## src/shared/lcdtp_pkg.sv

```systemverilog
// Purpose: constants and carriers for the panel interface control block
// Assumes: indexed 8-bit host register access on one clock
// Notes:   horizontal index set holds total, blank start/end, sync start/end
package lcdtp_pkg;

   localparam logic [7:0] LCD_IF_CTRL_IDX = 8'h2c;
   localparam logic [7:0] LCD_IF_CTRL_RST = 8'h00;

   // crt controller indices that this block shadows
   localparam logic [7:0] HTOTAL_IDX  = 8'h00;
   localparam logic [7:0] HBSTART_IDX = 8'h02;
   localparam logic [7:0] HBEND_IDX   = 8'h03;
   localparam logic [7:0] HSSTART_IDX = 8'h04;
   localparam logic [7:0] HSEND_IDX   = 8'h05;
   localparam logic [7:0] VTOTAL_IDX  = 8'h06;
   localparam logic [7:0] VOVFL_IDX   = 8'h07;
   localparam logic [7:0] VRSTART_IDX = 8'h10;
   localparam logic [7:0] VREND_IDX   = 8'h11;
   localparam logic [7:0] VBSTART_IDX = 8'h15;
   localparam logic [7:0] VBEND_IDX   = 8'h16;

   // control field positions
   localparam int CLASS_HI   = 7;
   localparam int CLASS_LO   = 6;
   localparam int SHD_EN_BIT = 5;
   localparam int SHD_SEL_BIT = 4;
   localparam int VPROT_BIT  = 3;
   localparam int HPROT_BIT  = 2;
   localparam int LCLK_INV_BIT = 1;
   localparam int FS_INV_BIT = 0;
   localparam int STD_BOTH_BIT = 7;   // bit in vertical retrace end register

   localparam logic [7:0] VOVFL_PROT_MASK = 8'ha5;
   localparam logic [7:0] VREND_PROT_MASK = 8'h0f;

   localparam int HREG_N   = 5;
   localparam int VREG_N   = 6;
   localparam int HSLOT_W  = 3;
   localparam int VSLOT_W  = 3;
   localparam logic [HSLOT_W-1:0] HSLOT_NONE = 3'h7;
   localparam logic [VSLOT_W-1:0] VSLOT_NONE = 3'h7;

   typedef enum logic [1:0] {
      LCDTP_CLASS_MONO    = 2'b00,
      LCDTP_CLASS_RSVD    = 2'b01,
      LCDTP_CLASS_PASSIVE = 2'b10,
      LCDTP_CLASS_ACTIVE  = 2'b11
   } lcdtp_class_e;

   typedef enum logic [2:0] {
      LCDTP_PANEL_NONE        = 3'h0,
      LCDTP_PANEL_MONO_DUAL   = 3'h1,
      LCDTP_PANEL_MONO_SINGLE = 3'h2,
      LCDTP_PANEL_PM_DUAL     = 3'h3,
      LCDTP_PANEL_PM_SINGLE   = 3'h4,
      LCDTP_PANEL_ACTIVE      = 3'h5
   } lcdtp_panel_e;

   // host indexed access
   typedef struct packed {
      logic       wr;
      logic       rd;
      logic [7:0] idx;
      logic [7:0] data;
   } lcdtp_req_s;

   // timing values presented to the panel timing generator
   typedef struct packed {
      logic [7:0] htotal;
      logic [7:0] hbstart;
      logic [7:0] hbend;
      logic [7:0] hsstart;
      logic [7:0] hsend;
      logic [7:0] vtotal;
      logic [7:0] vovfl;
      logic [7:0] vrstart;
      logic [7:0] vrend;
      logic [7:0] vbstart;
      logic [7:0] vbend;
   } lcdtp_timing_s;

endpackage

```

## src/verilog/lcdtp_ctrl.sv

```systemverilog
`timescale 1ns/1ps
// Purpose: panel interface control register with timing shadow steering
// Assumes: host gives one-cycle indexed read/write strobes on core_clk_in
// Notes:   read data valid one cycle after the read strobe

////////////////////////////////////////////////////////////////////////////////
module lcdtp_ctrl (
   input  wire logic                     core_clk_in,
   input  wire logic                     sys_rst_in,
   input  wire lcdtp_pkg::lcdtp_req_s    host_req_in,
   output logic      [7:0]               host_rdata_out,
   output logic                          host_rvalid_out,
   input  wire logic                     panel_enable_in,
   input  wire logic                     mono_scan_config_in,
   input  wire logic                     color_scan_config_in,
   input  wire logic [1:0]               pixel_format_config_in,
   input  wire logic                     line_clock_raw_in,
   input  wire logic                     frame_start_raw_in,
   output logic                          panel_line_clock_out,
   output logic                          panel_frame_start_out,
   output lcdtp_pkg::lcdtp_panel_e       panel_type_out,
   output logic      [1:0]               pixel_format_out,
   output lcdtp_pkg::lcdtp_timing_s      timing_out
);

   ////////////////////////////////////////////////////////////////////////////
   // index decode

   function automatic logic [2:0] hslot(input logic [7:0] idx);
      unique case (idx)
         lcdtp_pkg::HTOTAL_IDX:  hslot = 3'h0;
         lcdtp_pkg::HBSTART_IDX: hslot = 3'h1;
         lcdtp_pkg::HBEND_IDX:   hslot = 3'h2;
         lcdtp_pkg::HSSTART_IDX: hslot = 3'h3;
         lcdtp_pkg::HSEND_IDX:   hslot = 3'h4;
         default:                hslot = lcdtp_pkg::HSLOT_NONE;
      endcase
   endfunction

   function automatic logic [2:0] vslot(input logic [7:0] idx);
      unique case (idx)
         lcdtp_pkg::VTOTAL_IDX:  vslot = 3'h0;
         lcdtp_pkg::VOVFL_IDX:   vslot = 3'h1;
         lcdtp_pkg::VRSTART_IDX: vslot = 3'h2;
         lcdtp_pkg::VREND_IDX:   vslot = 3'h3;
         lcdtp_pkg::VBSTART_IDX: vslot = 3'h4;
         lcdtp_pkg::VBEND_IDX:   vslot = 3'h5;
         default:                vslot = lcdtp_pkg::VSLOT_NONE;
      endcase
   endfunction

   // one word out of a bank's parallel view; slot is valid whenever it is used
   function automatic logic [7:0] hword(input logic [lcdtp_pkg::HREG_N*8-1:0] w,
                                        input logic [2:0]                     s);
      hword = w[int'(s)*8 +: 8];
   endfunction

   // per-slot mask of bits frozen by vertical protection
   function automatic logic [7:0] vmask(input logic [2:0] s);
      unique case (s)
         3'h1:    vmask = lcdtp_pkg::VOVFL_PROT_MASK;
         3'h3:    vmask = lcdtp_pkg::VREND_PROT_MASK;
         default: vmask = 8'hff;
      endcase
   endfunction

   ////////////////////////////////////////////////////////////////////////////
   // control register

   logic [7:0] ctrl_q;
   logic       wr, rd;
   logic [7:0] idx, wdata;
   logic [2:0] hs, vs;
   logic       hit_h, hit_v, hit_ctrl;

   assign wr       = host_req_in.wr;
   assign rd       = host_req_in.rd;
   assign idx      = host_req_in.idx;
   assign wdata    = host_req_in.data;
   assign hs       = hslot(idx);
   assign vs       = vslot(idx);
   assign hit_h    = (hs != lcdtp_pkg::HSLOT_NONE);
   assign hit_v    = (vs != lcdtp_pkg::VSLOT_NONE);
   assign hit_ctrl = (idx == lcdtp_pkg::LCD_IF_CTRL_IDX);

   always_ff @(posedge core_clk_in or posedge sys_rst_in) begin
      if (sys_rst_in) begin
         ctrl_q <= lcdtp_pkg::LCD_IF_CTRL_RST;
      end else if (wr && hit_ctrl) begin
         ctrl_q <= wdata;
      end
   end

   logic shd_en, shd_sel, vprot, hprot;
   assign shd_en  = ctrl_q[lcdtp_pkg::SHD_EN_BIT];
   assign shd_sel = ctrl_q[lcdtp_pkg::SHD_SEL_BIT];
   assign vprot   = ctrl_q[lcdtp_pkg::VPROT_BIT];
   assign hprot   = ctrl_q[lcdtp_pkg::HPROT_BIT];

   ////////////////////////////////////////////////////////////////////////////
   // vertical registers: effective copy and host-visible shadow copy

   logic [7:0] vreg_eff_q [lcdtp_pkg::VREG_N];
   logic [7:0] vreg_shd_q [lcdtp_pkg::VREG_N];
   logic       std_both;

   // protected bits keep last pre-protect value; unprotected bits follow
   always_ff @(posedge core_clk_in or posedge sys_rst_in) begin
      if (sys_rst_in) begin
         for (int i = 0; i < lcdtp_pkg::VREG_N; i++) begin
            vreg_eff_q[i] <= 8'h00;
         end
      end else if (wr && hit_v) begin
         if (!vprot) begin
            vreg_eff_q[vs] <= wdata;
         end else begin
            vreg_eff_q[vs] <= (vreg_eff_q[vs] & vmask(vs)) | (wdata & ~vmask(vs));
         end
      end
   end

   always_ff @(posedge core_clk_in or posedge sys_rst_in) begin
      if (sys_rst_in) begin
         for (int i = 0; i < lcdtp_pkg::VREG_N; i++) begin
            vreg_shd_q[i] <= 8'h00;
         end
      end else if (wr && hit_v) begin
         vreg_shd_q[vs] <= wdata;
      end
   end

   // host view: shadow takes every write, protected or not, so it is the read source
   assign std_both = vreg_shd_q[vslot(lcdtp_pkg::VREND_IDX)][lcdtp_pkg::STD_BOTH_BIT];

   ////////////////////////////////////////////////////////////////////////////
   // horizontal registers: standard set plus two shadow sets

   logic       std_we, full_we, half_we, h_blocked;
   logic [lcdtp_pkg::HREG_N*8-1:0] std_w, full_w, half_w;

   assign h_blocked = panel_enable_in && hprot;

   always_comb begin
      std_we  = 1'b0;
      full_we = 1'b0;
      half_we = 1'b0;
      if (wr && hit_h && !h_blocked) begin
         if (!shd_en) begin
            std_we = 1'b1;
         end else begin
            std_we  = std_both;
            full_we = !shd_sel;
            half_we = shd_sel;
         end
      end
   end

   lcdtp_regbank #(.DEPTH(lcdtp_pkg::HREG_N), .ADDR_W(lcdtp_pkg::HSLOT_W)) u_std (
      .core_clk_in (core_clk_in),
      .sys_rst_in  (sys_rst_in),
      .we_in       (std_we),
      .waddr_in    (hs),
      .wdata_in    (wdata),
      .raddr_in    (hs),
      .rdata_out   (),
      .words_out   (std_w)
   );

   lcdtp_regbank #(.DEPTH(lcdtp_pkg::HREG_N), .ADDR_W(lcdtp_pkg::HSLOT_W)) u_full (
      .core_clk_in (core_clk_in),
      .sys_rst_in  (sys_rst_in),
      .we_in       (full_we),
      .waddr_in    (hs),
      .wdata_in    (wdata),
      .raddr_in    (hs),
      .rdata_out   (),
      .words_out   (full_w)
   );

   lcdtp_regbank #(.DEPTH(lcdtp_pkg::HREG_N), .ADDR_W(lcdtp_pkg::HSLOT_W)) u_half (
      .core_clk_in (core_clk_in),
      .sys_rst_in  (sys_rst_in),
      .we_in       (half_we),
      .waddr_in    (hs),
      .wdata_in    (wdata),
      .raddr_in    (hs),
      .rdata_out   (),
      .words_out   (half_w)
   );

   ////////////////////////////////////////////////////////////////////////////
   // read path: parallel bank view picked at the strobe, so read data leave a flop

   logic [lcdtp_pkg::HREG_N*8-1:0] h_eff;
   assign h_eff = !shd_en ? std_w : (shd_sel ? half_w : full_w);

   always_ff @(posedge core_clk_in or posedge sys_rst_in) begin
      if (sys_rst_in) begin
         host_rdata_out <= 8'h00;
      end else begin
         host_rdata_out <= 8'h00;
         if (rd && hit_h) begin
            host_rdata_out <= hword(h_eff, hs);
         end else if (rd && hit_v) begin
            host_rdata_out <= vreg_shd_q[vs];
         end else if (rd && hit_ctrl) begin
            host_rdata_out <= ctrl_q;
         end
      end
   end

   always_ff @(posedge core_clk_in or posedge sys_rst_in) begin
      if (sys_rst_in) begin
         host_rvalid_out <= 1'b0;
      end else begin
         host_rvalid_out <= rd && (hit_h || hit_v || hit_ctrl);
      end
   end

   ////////////////////////////////////////////////////////////////////////////
   // panel class decode and output polarity

   always_ff @(posedge core_clk_in or posedge sys_rst_in) begin
      if (sys_rst_in) begin
         panel_type_out   <= lcdtp_pkg::LCDTP_PANEL_NONE;
         pixel_format_out <= 2'h0;
      end else begin
         pixel_format_out <= pixel_format_config_in;
         unique case (lcdtp_pkg::lcdtp_class_e'(ctrl_q[lcdtp_pkg::CLASS_HI:lcdtp_pkg::CLASS_LO]))
            lcdtp_pkg::LCDTP_CLASS_MONO: panel_type_out <= mono_scan_config_in ?
               lcdtp_pkg::LCDTP_PANEL_MONO_SINGLE : lcdtp_pkg::LCDTP_PANEL_MONO_DUAL;
            lcdtp_pkg::LCDTP_CLASS_PASSIVE: panel_type_out <= color_scan_config_in ?
               lcdtp_pkg::LCDTP_PANEL_PM_DUAL : lcdtp_pkg::LCDTP_PANEL_PM_SINGLE;
            lcdtp_pkg::LCDTP_CLASS_ACTIVE: panel_type_out <= lcdtp_pkg::LCDTP_PANEL_ACTIVE;
            // reserved class simply reports no panel
            lcdtp_pkg::LCDTP_CLASS_RSVD: panel_type_out <= lcdtp_pkg::LCDTP_PANEL_NONE;
         endcase
      end
   end

   // one flop of delay on both strobes keeps their mutual timing
   always_ff @(posedge core_clk_in or posedge sys_rst_in) begin
      if (sys_rst_in) begin
         panel_line_clock_out  <= 1'b0;
         panel_frame_start_out <= 1'b0;
      end else begin
         panel_line_clock_out  <= line_clock_raw_in ^ ctrl_q[lcdtp_pkg::LCLK_INV_BIT];
         panel_frame_start_out <= frame_start_raw_in ^ ctrl_q[lcdtp_pkg::FS_INV_BIT];
      end
   end

   ////////////////////////////////////////////////////////////////////////////
   // timing presented to the generator

   always_ff @(posedge core_clk_in or posedge sys_rst_in) begin
      if (sys_rst_in) begin
         timing_out <= '0;
      end else begin
         timing_out <= {h_eff[7:0], h_eff[15:8], h_eff[23:16], h_eff[31:24],
                        h_eff[39:32], vreg_eff_q[0], vreg_eff_q[1], vreg_eff_q[2],
                        vreg_eff_q[3], vreg_eff_q[4], vreg_eff_q[5]};
      end
   end

endmodule // lcdtp_ctrl

```

## src/verilog/lcdtp_regbank.sv

```systemverilog
`timescale 1ns/1ps
// Purpose: small bank of 8-bit timing registers with registered read port
// Assumes: one write port and one read port on the same clock
// Notes:   all words also exposed in parallel for the timing generator
module lcdtp_regbank #(
   parameter int DEPTH  = 5,
   parameter int ADDR_W = 3
) (
   input  wire logic                   core_clk_in,
   input  wire logic                   sys_rst_in,
   input  wire logic                   we_in,
   input  wire logic [ADDR_W-1:0]      waddr_in,
   input  wire logic [7:0]             wdata_in,
   input  wire logic [ADDR_W-1:0]      raddr_in,
   output logic      [7:0]             rdata_out,
   output logic      [DEPTH*8-1:0]     words_out
);

   logic [7:0] mem_q [DEPTH];

   always_ff @(posedge core_clk_in or posedge sys_rst_in) begin
      if (sys_rst_in) begin
         for (int i = 0; i < DEPTH; i++) begin
            mem_q[i] <= 8'h00;
         end
      end else if (we_in && (int'(waddr_in) < DEPTH)) begin
         mem_q[waddr_in] <= wdata_in;
      end
   end

   always_ff @(posedge core_clk_in or posedge sys_rst_in) begin
      if (sys_rst_in) begin
         rdata_out <= 8'h00;
      end else if (int'(raddr_in) < DEPTH) begin
         rdata_out <= mem_q[raddr_in];
      end else begin
         rdata_out <= 8'h00;
      end
   end

   always_comb begin
      for (int i = 0; i < DEPTH; i++) begin
         words_out[i*8 +: 8] = mem_q[i];
      end
   end

endmodule // lcdtp_regbank
```

## config.mk

```make
export PLATFORM = sky130hd
export DESIGN_NAME = lcdtp_ctrl
export DESIGN_NICKNAME = d
export VERILOG_FILES = /design/src/shared/lcdtp_pkg.sv /design/src/verilog/lcdtp_ctrl.sv /design/src/verilog/lcdtp_regbank.sv
export SDC_FILE = /design/constraint.sdc
export NUM_CORES = 1
export LEC_CHECK = 0
export BUFFER_PORTS_ARGS = -buffer_cell sky130_fd_sc_hd__buf_2
export CORE_AREA = 2 2 218 220
export DETAILED_ROUTE_END_ITERATION = 8
export DIE_AREA = 0 0 220 222
export PLACE_DENSITY = 0.54
export SYNTH_ARGS = -nofsm -noshare
export SYNTH_HDL_FRONTEND = slang
export SYNTH_SLANG_ARGS = --single-unit
export TNS_END_PERCENT = 10
```

## constraint.sdc

```tcl
create_clock -name core_clk_in -period 32.9 [get_ports core_clk_in]
set_input_delay 6.58 -clock core_clk_in [delete_from_list [all_inputs] [get_ports core_clk_in]]
set_output_delay 6.58 -clock core_clk_in [all_outputs]
set_load 0.01 [all_outputs]
```

==> results.md <==
- The flow ran to the end, and the final reports show no timing, DRC or antenna violations.
- The fraction of final layout cells sized beyond drive strength 1 is 28.26%.
- The vertical die dimension is 222 um.
- The commonest cells after synthesis are sky130_fd_sc_hd__dfrtp_1, sky130_fd_sc_hd__nand2_1, sky130_fd_sc_hd__mux2_2.
- The final route contains 9,597 vias.
- Max-cap violations in this run came to 0.
- Setup violations remaining at the end of the flow were counted as 0.
- For this block, the initial DRC count from the detailed router was 779.
- The most used standard cell by instance count after synthesis is sky130_fd_sc_hd__dfrtp_1.
- The number of antenna violations at the first check in global routing came to 0.
- From synthesis to final layout, the design area changed by 18.45%.
- After legalization and detailed placement, the total HPWL measured 26,750 um.
- The worst hold margin is 383.3 ps.
- The category of the worst setup path launch point is an input port.
- The main flop type after synthesis is sky130_fd_sc_hd__dfrtp_1.
- The clock transition at the registers of the reported paths is 50 ps.
- Based on the critical path, the design can be clocked at up to 107.7 MHz.
- The class of the worst hold path is flop to flop.
- The critical path endpoint category is a flop.
- In this run the worst path has a maximum fanout of 56.
- The required time at the worst-slack endpoint is 33,340 ps.
- In this run the core area contains 79 standard-cell rows.
- 0 antenna diodes ended up in the layout.
- After the last flow step, the layout net total stands at 1,314.
- The endpoint of the lowest-slack register-to-register path is u_half.words_out[15].
- The worst setup path is of the input port to flop kind.
- The async set-or-reset flop fraction in the synthesized netlist is 100.0%.
- The number of fill cells in the layout is 4,624.
- The worst clock skew is 19.03 ps.
- The normalized max-slew margin is 14.92%.
- The total die area is 0.04884 mm^2.
- At the worst endpoint, the arrival time is 9720 ps.
- Yosys mapped a number of flops with a built-in enable equal to 0.
- For this run, the register share of the synthesized area comes to 59.43%.
- Synthesis handed over a netlist of 1,178 instances.
- IR analysis of the VDD net gives a maximum drop of 0.02874 mV.
- Clock latency on the worst-skew pair, taken at its later pin, is 560 ps.
- The total nets after synthesis is 1,205.
- The worst path uses 28.23% of the clock period.
- The clock tree root buffer cell is sky130_fd_sc_hd__clkbuf_16.
- The count of synthesis-stage warnings from yosys is 0.
- The detailed-route vias per instance is 4.998.
- The post-CTS setup repair buffer count is 0.
- The logic depth of the worst register-to-register path is 5.
- In this run the most critical hold path is launched from vreg_eff_q[22].
- By area the synthesized netlist is led by sky130_fd_sc_hd__dfrtp_1, sky130_fd_sc_hd__mux2_2, sky130_fd_sc_hd__nand2_1, sky130_fd_sc_hd__mux2i_1, sky130_fd_sc_hd__a21oi_1.
- The startpoint identified for the worst register-to-register timing path is ctrl_q[4].
- The count of endpoints failing hold in the final timing report is 0.
- The number of global-route vias before repair came to 9,580.
- TritonCTS created 38 clock buffers.
- For this run, the detailed router's first-pass iteration total came to 5.
- The placer's final routability congestion estimate is 0.8734.
- The post-layout minimum cycle time is 9288 ps.
- The largest net degree at the start of global routing is 190.
- TritonCTS built the clock tree.
- The cell type with the highest aggregate area in the netlist is sky130_fd_sc_hd__dfrtp_1.
- The total global-route track usage is 16.54%.
- The number of buffers added to fix hold violations after cts is 0.
- The path with the worst hold slack has its endpoint at timing_out[22].
- The count of H-tree levels built during CTS is 2.
- The initial utilization of the core area, before any placement, comes to 29.86%.
- For this design the static power due to leakage is 7.895 nW.
- The transition at the pin with the smallest max-transition slack is 1267 ps.
- The maximum clock insertion buffer count is 3.
- The clock net in this run drives a total of 328 sinks.
- The count of buffers added on input and output ports is 130.
- After clock tree synthesis, the repair step resized 0 gates.
- The final number of max-transition violations was 0.
- The area share of the largest cell type after synthesis is 59.43%.
- In the final routed layout, each cell accounts on average for 20.90 um.
- Counting instances, the worst hold path has a depth of 0.
- Summed over all layers, the routed wires come to 40,120 um.
- The DRC violations left is 0.
- In this run the cell area of the synthesized design comes to 0.01381 mm^2.
- Setup repair after global routing left no endpoint under its margin.
- Dividing total power by cell area gives a power density of 57.20 mW/mm^2.
- The post-synthesis sequential element count is 328.
- The average instance in the mapped netlist occupies 11.72 um^2.
- In this run the count of I/O pins placed on the die edge is 131.
- In this run the standard cell core region covers 0.04626 mm^2.
- Setup slack on the worst reg-to-reg path comes out at 30,040 ps.
- The first global-routing pass estimated 60,730 um of wire.
- Measured along the x axis, the die boundary spans 220 um.
- Adding up every negative setup slack in the final design gives 0 ps.
- Counting distinct cell types in the post-synthesis netlist gives 65.
- The number of nets with antenna violations after routing is 0.
- The total overflow reported by the global router is 0.
-- cells by family (layout without fill, tap and decap cells) --
logic type / Yosys count / after routing / synth area share, %
muxes: 197 / 197 / 15.62
buffers and inverters: 79 / 214 / 2.382
AOI/OAI and AO/OA: 217 / 217 / 10.49
and+or+nand+nor: 353 / 353 / 11.83
xor gates and xnor gates: 4 / 4 / 0.2537
DFF: 328 / 328 / 59.43
-- flip-flops by register name (all words and copies together), names as in the netlist, 2 cells and up --
name	cells
vreg_shd_q	47
ctrl_q	8
pixel_format_out	2
host_rdata_out	8
timing_out	88
vreg_eff_q	48
u_half.words_out	40
u_full.words_out	40
panel_type_out	3
u_std.words_out	40
-- worst max-delay path, stage by stage --
cell and delay, ps:
sky130_fd_sc_hd__buf_2 680, sky130_fd_sc_hd__nor4bb_1 380, sky130_fd_sc_hd__a21oi_1 200, sky130_fd_sc_hd__nor2_8 340
sky130_fd_sc_hd__nand3_1 730, sky130_fd_sc_hd__nor2_1 400, sky130_fd_sc_hd__mux2_2 380
-- worst max path at each step --
stage / startpoint / endpoint / slack [ps] / cells after the start
6_report: host_req_in[9] / vreg_eff_q[14] / 23610 / 7
3_5_place_dp: host_req_in[9] / vreg_eff_q[14] / 23050 / 7
3_3_place_gp: host_req_in[9] / vreg_eff_q[12] / 23050 / 7
4_1_cts: host_req_in[9] / vreg_eff_q[14] / 23630 / 7
2_1_floorplan: sys_rst_in / ctrl_q[0] / 17240 / 1
5_1_grt: host_req_in[9] / vreg_eff_q[14] / 23320 / 7
-- per-stage QoR --
| stage | cells | worst slack [ps] | power [W] | area (um^2) | utilization (%) |
|---|---|---|---|---|---|
| floorplan | 1178 | 17240 | 0.0004705 | 13810 | - |
| global placement | 1854 | 23050 | 0.0004992 | 15030 | 32.50 |
| detailed placement | 1854 | 23050 | 0.0004997 | 15030 | 32.50 |
| CTS | 1920 | 23630 | 0.0009492 | 16360 | 35.37 |
| global route | 1920 | 23320 | 0.0009735 | 16360 | 35.37 |
| finish | 1920 | 23610 | 0.0009359 | 16360 | 35.37 |
-- layer usage --
metal	global-route usage (%)	routed length, um	vias up
met5	0	0	-
met4	5.196	1110	0
met3	3.196	2121	60
met2	25.16	18580	256
met1	23.68	18310	4914
li1	-	-	4367
-- cells in the final DEF, fill, tap and decap left out, drive strengths merged, types with 3 or more instances in the layout --
cell,count
nor2b,5
nor2,75
a221oi,9
inv,6
and2,3
nor3b,8
o211ai,14
nand3,13
or3,4
nor4,6
and3,10
o21a,7
mux2,145
nand2b,9
nand2,199
a21boi,3
bufinv,4
buf,142
o31ai,24
dfrtp,328
a21o,6
a22oi,8
clkinv,5
mux2i,52
a31oi,9
clkbuf,56
o21ai,41
a22o,9
a211oi,6
a21oi,63
o22ai,3
a2bb2oi,8
nor3,11
-- power breakdown --
group / switching (W) / internal [W]
Sequential: 0.00000849 / 0.000419
Clock: 0.000168 / 0.000276
Combinational: 0.0000451 / 0.0000190
Total: 0.000222 / 0.000714
-- area by class of cell --
| type | count | area (um^2) | share of cell area (%) |
|---|---|---|---|
| Timing Repair Buffer | 142 | 753.2 | 4.604 |
| Sequential cell | 328 | 8210 | 50.18 |
| Tap cell | 607 | 759.5 | 4.642 |
| Multi-Input combinational cell | 771 | 5281 | 32.28 |
| Clock inverter | 10 | 163.9 | 1.002 |
| Clock buffer | 56 | 1162 | 7.105 |
| Inverter | 6 | 30.03 | 0.1835 |
Power figures use the tool's default switching activity.
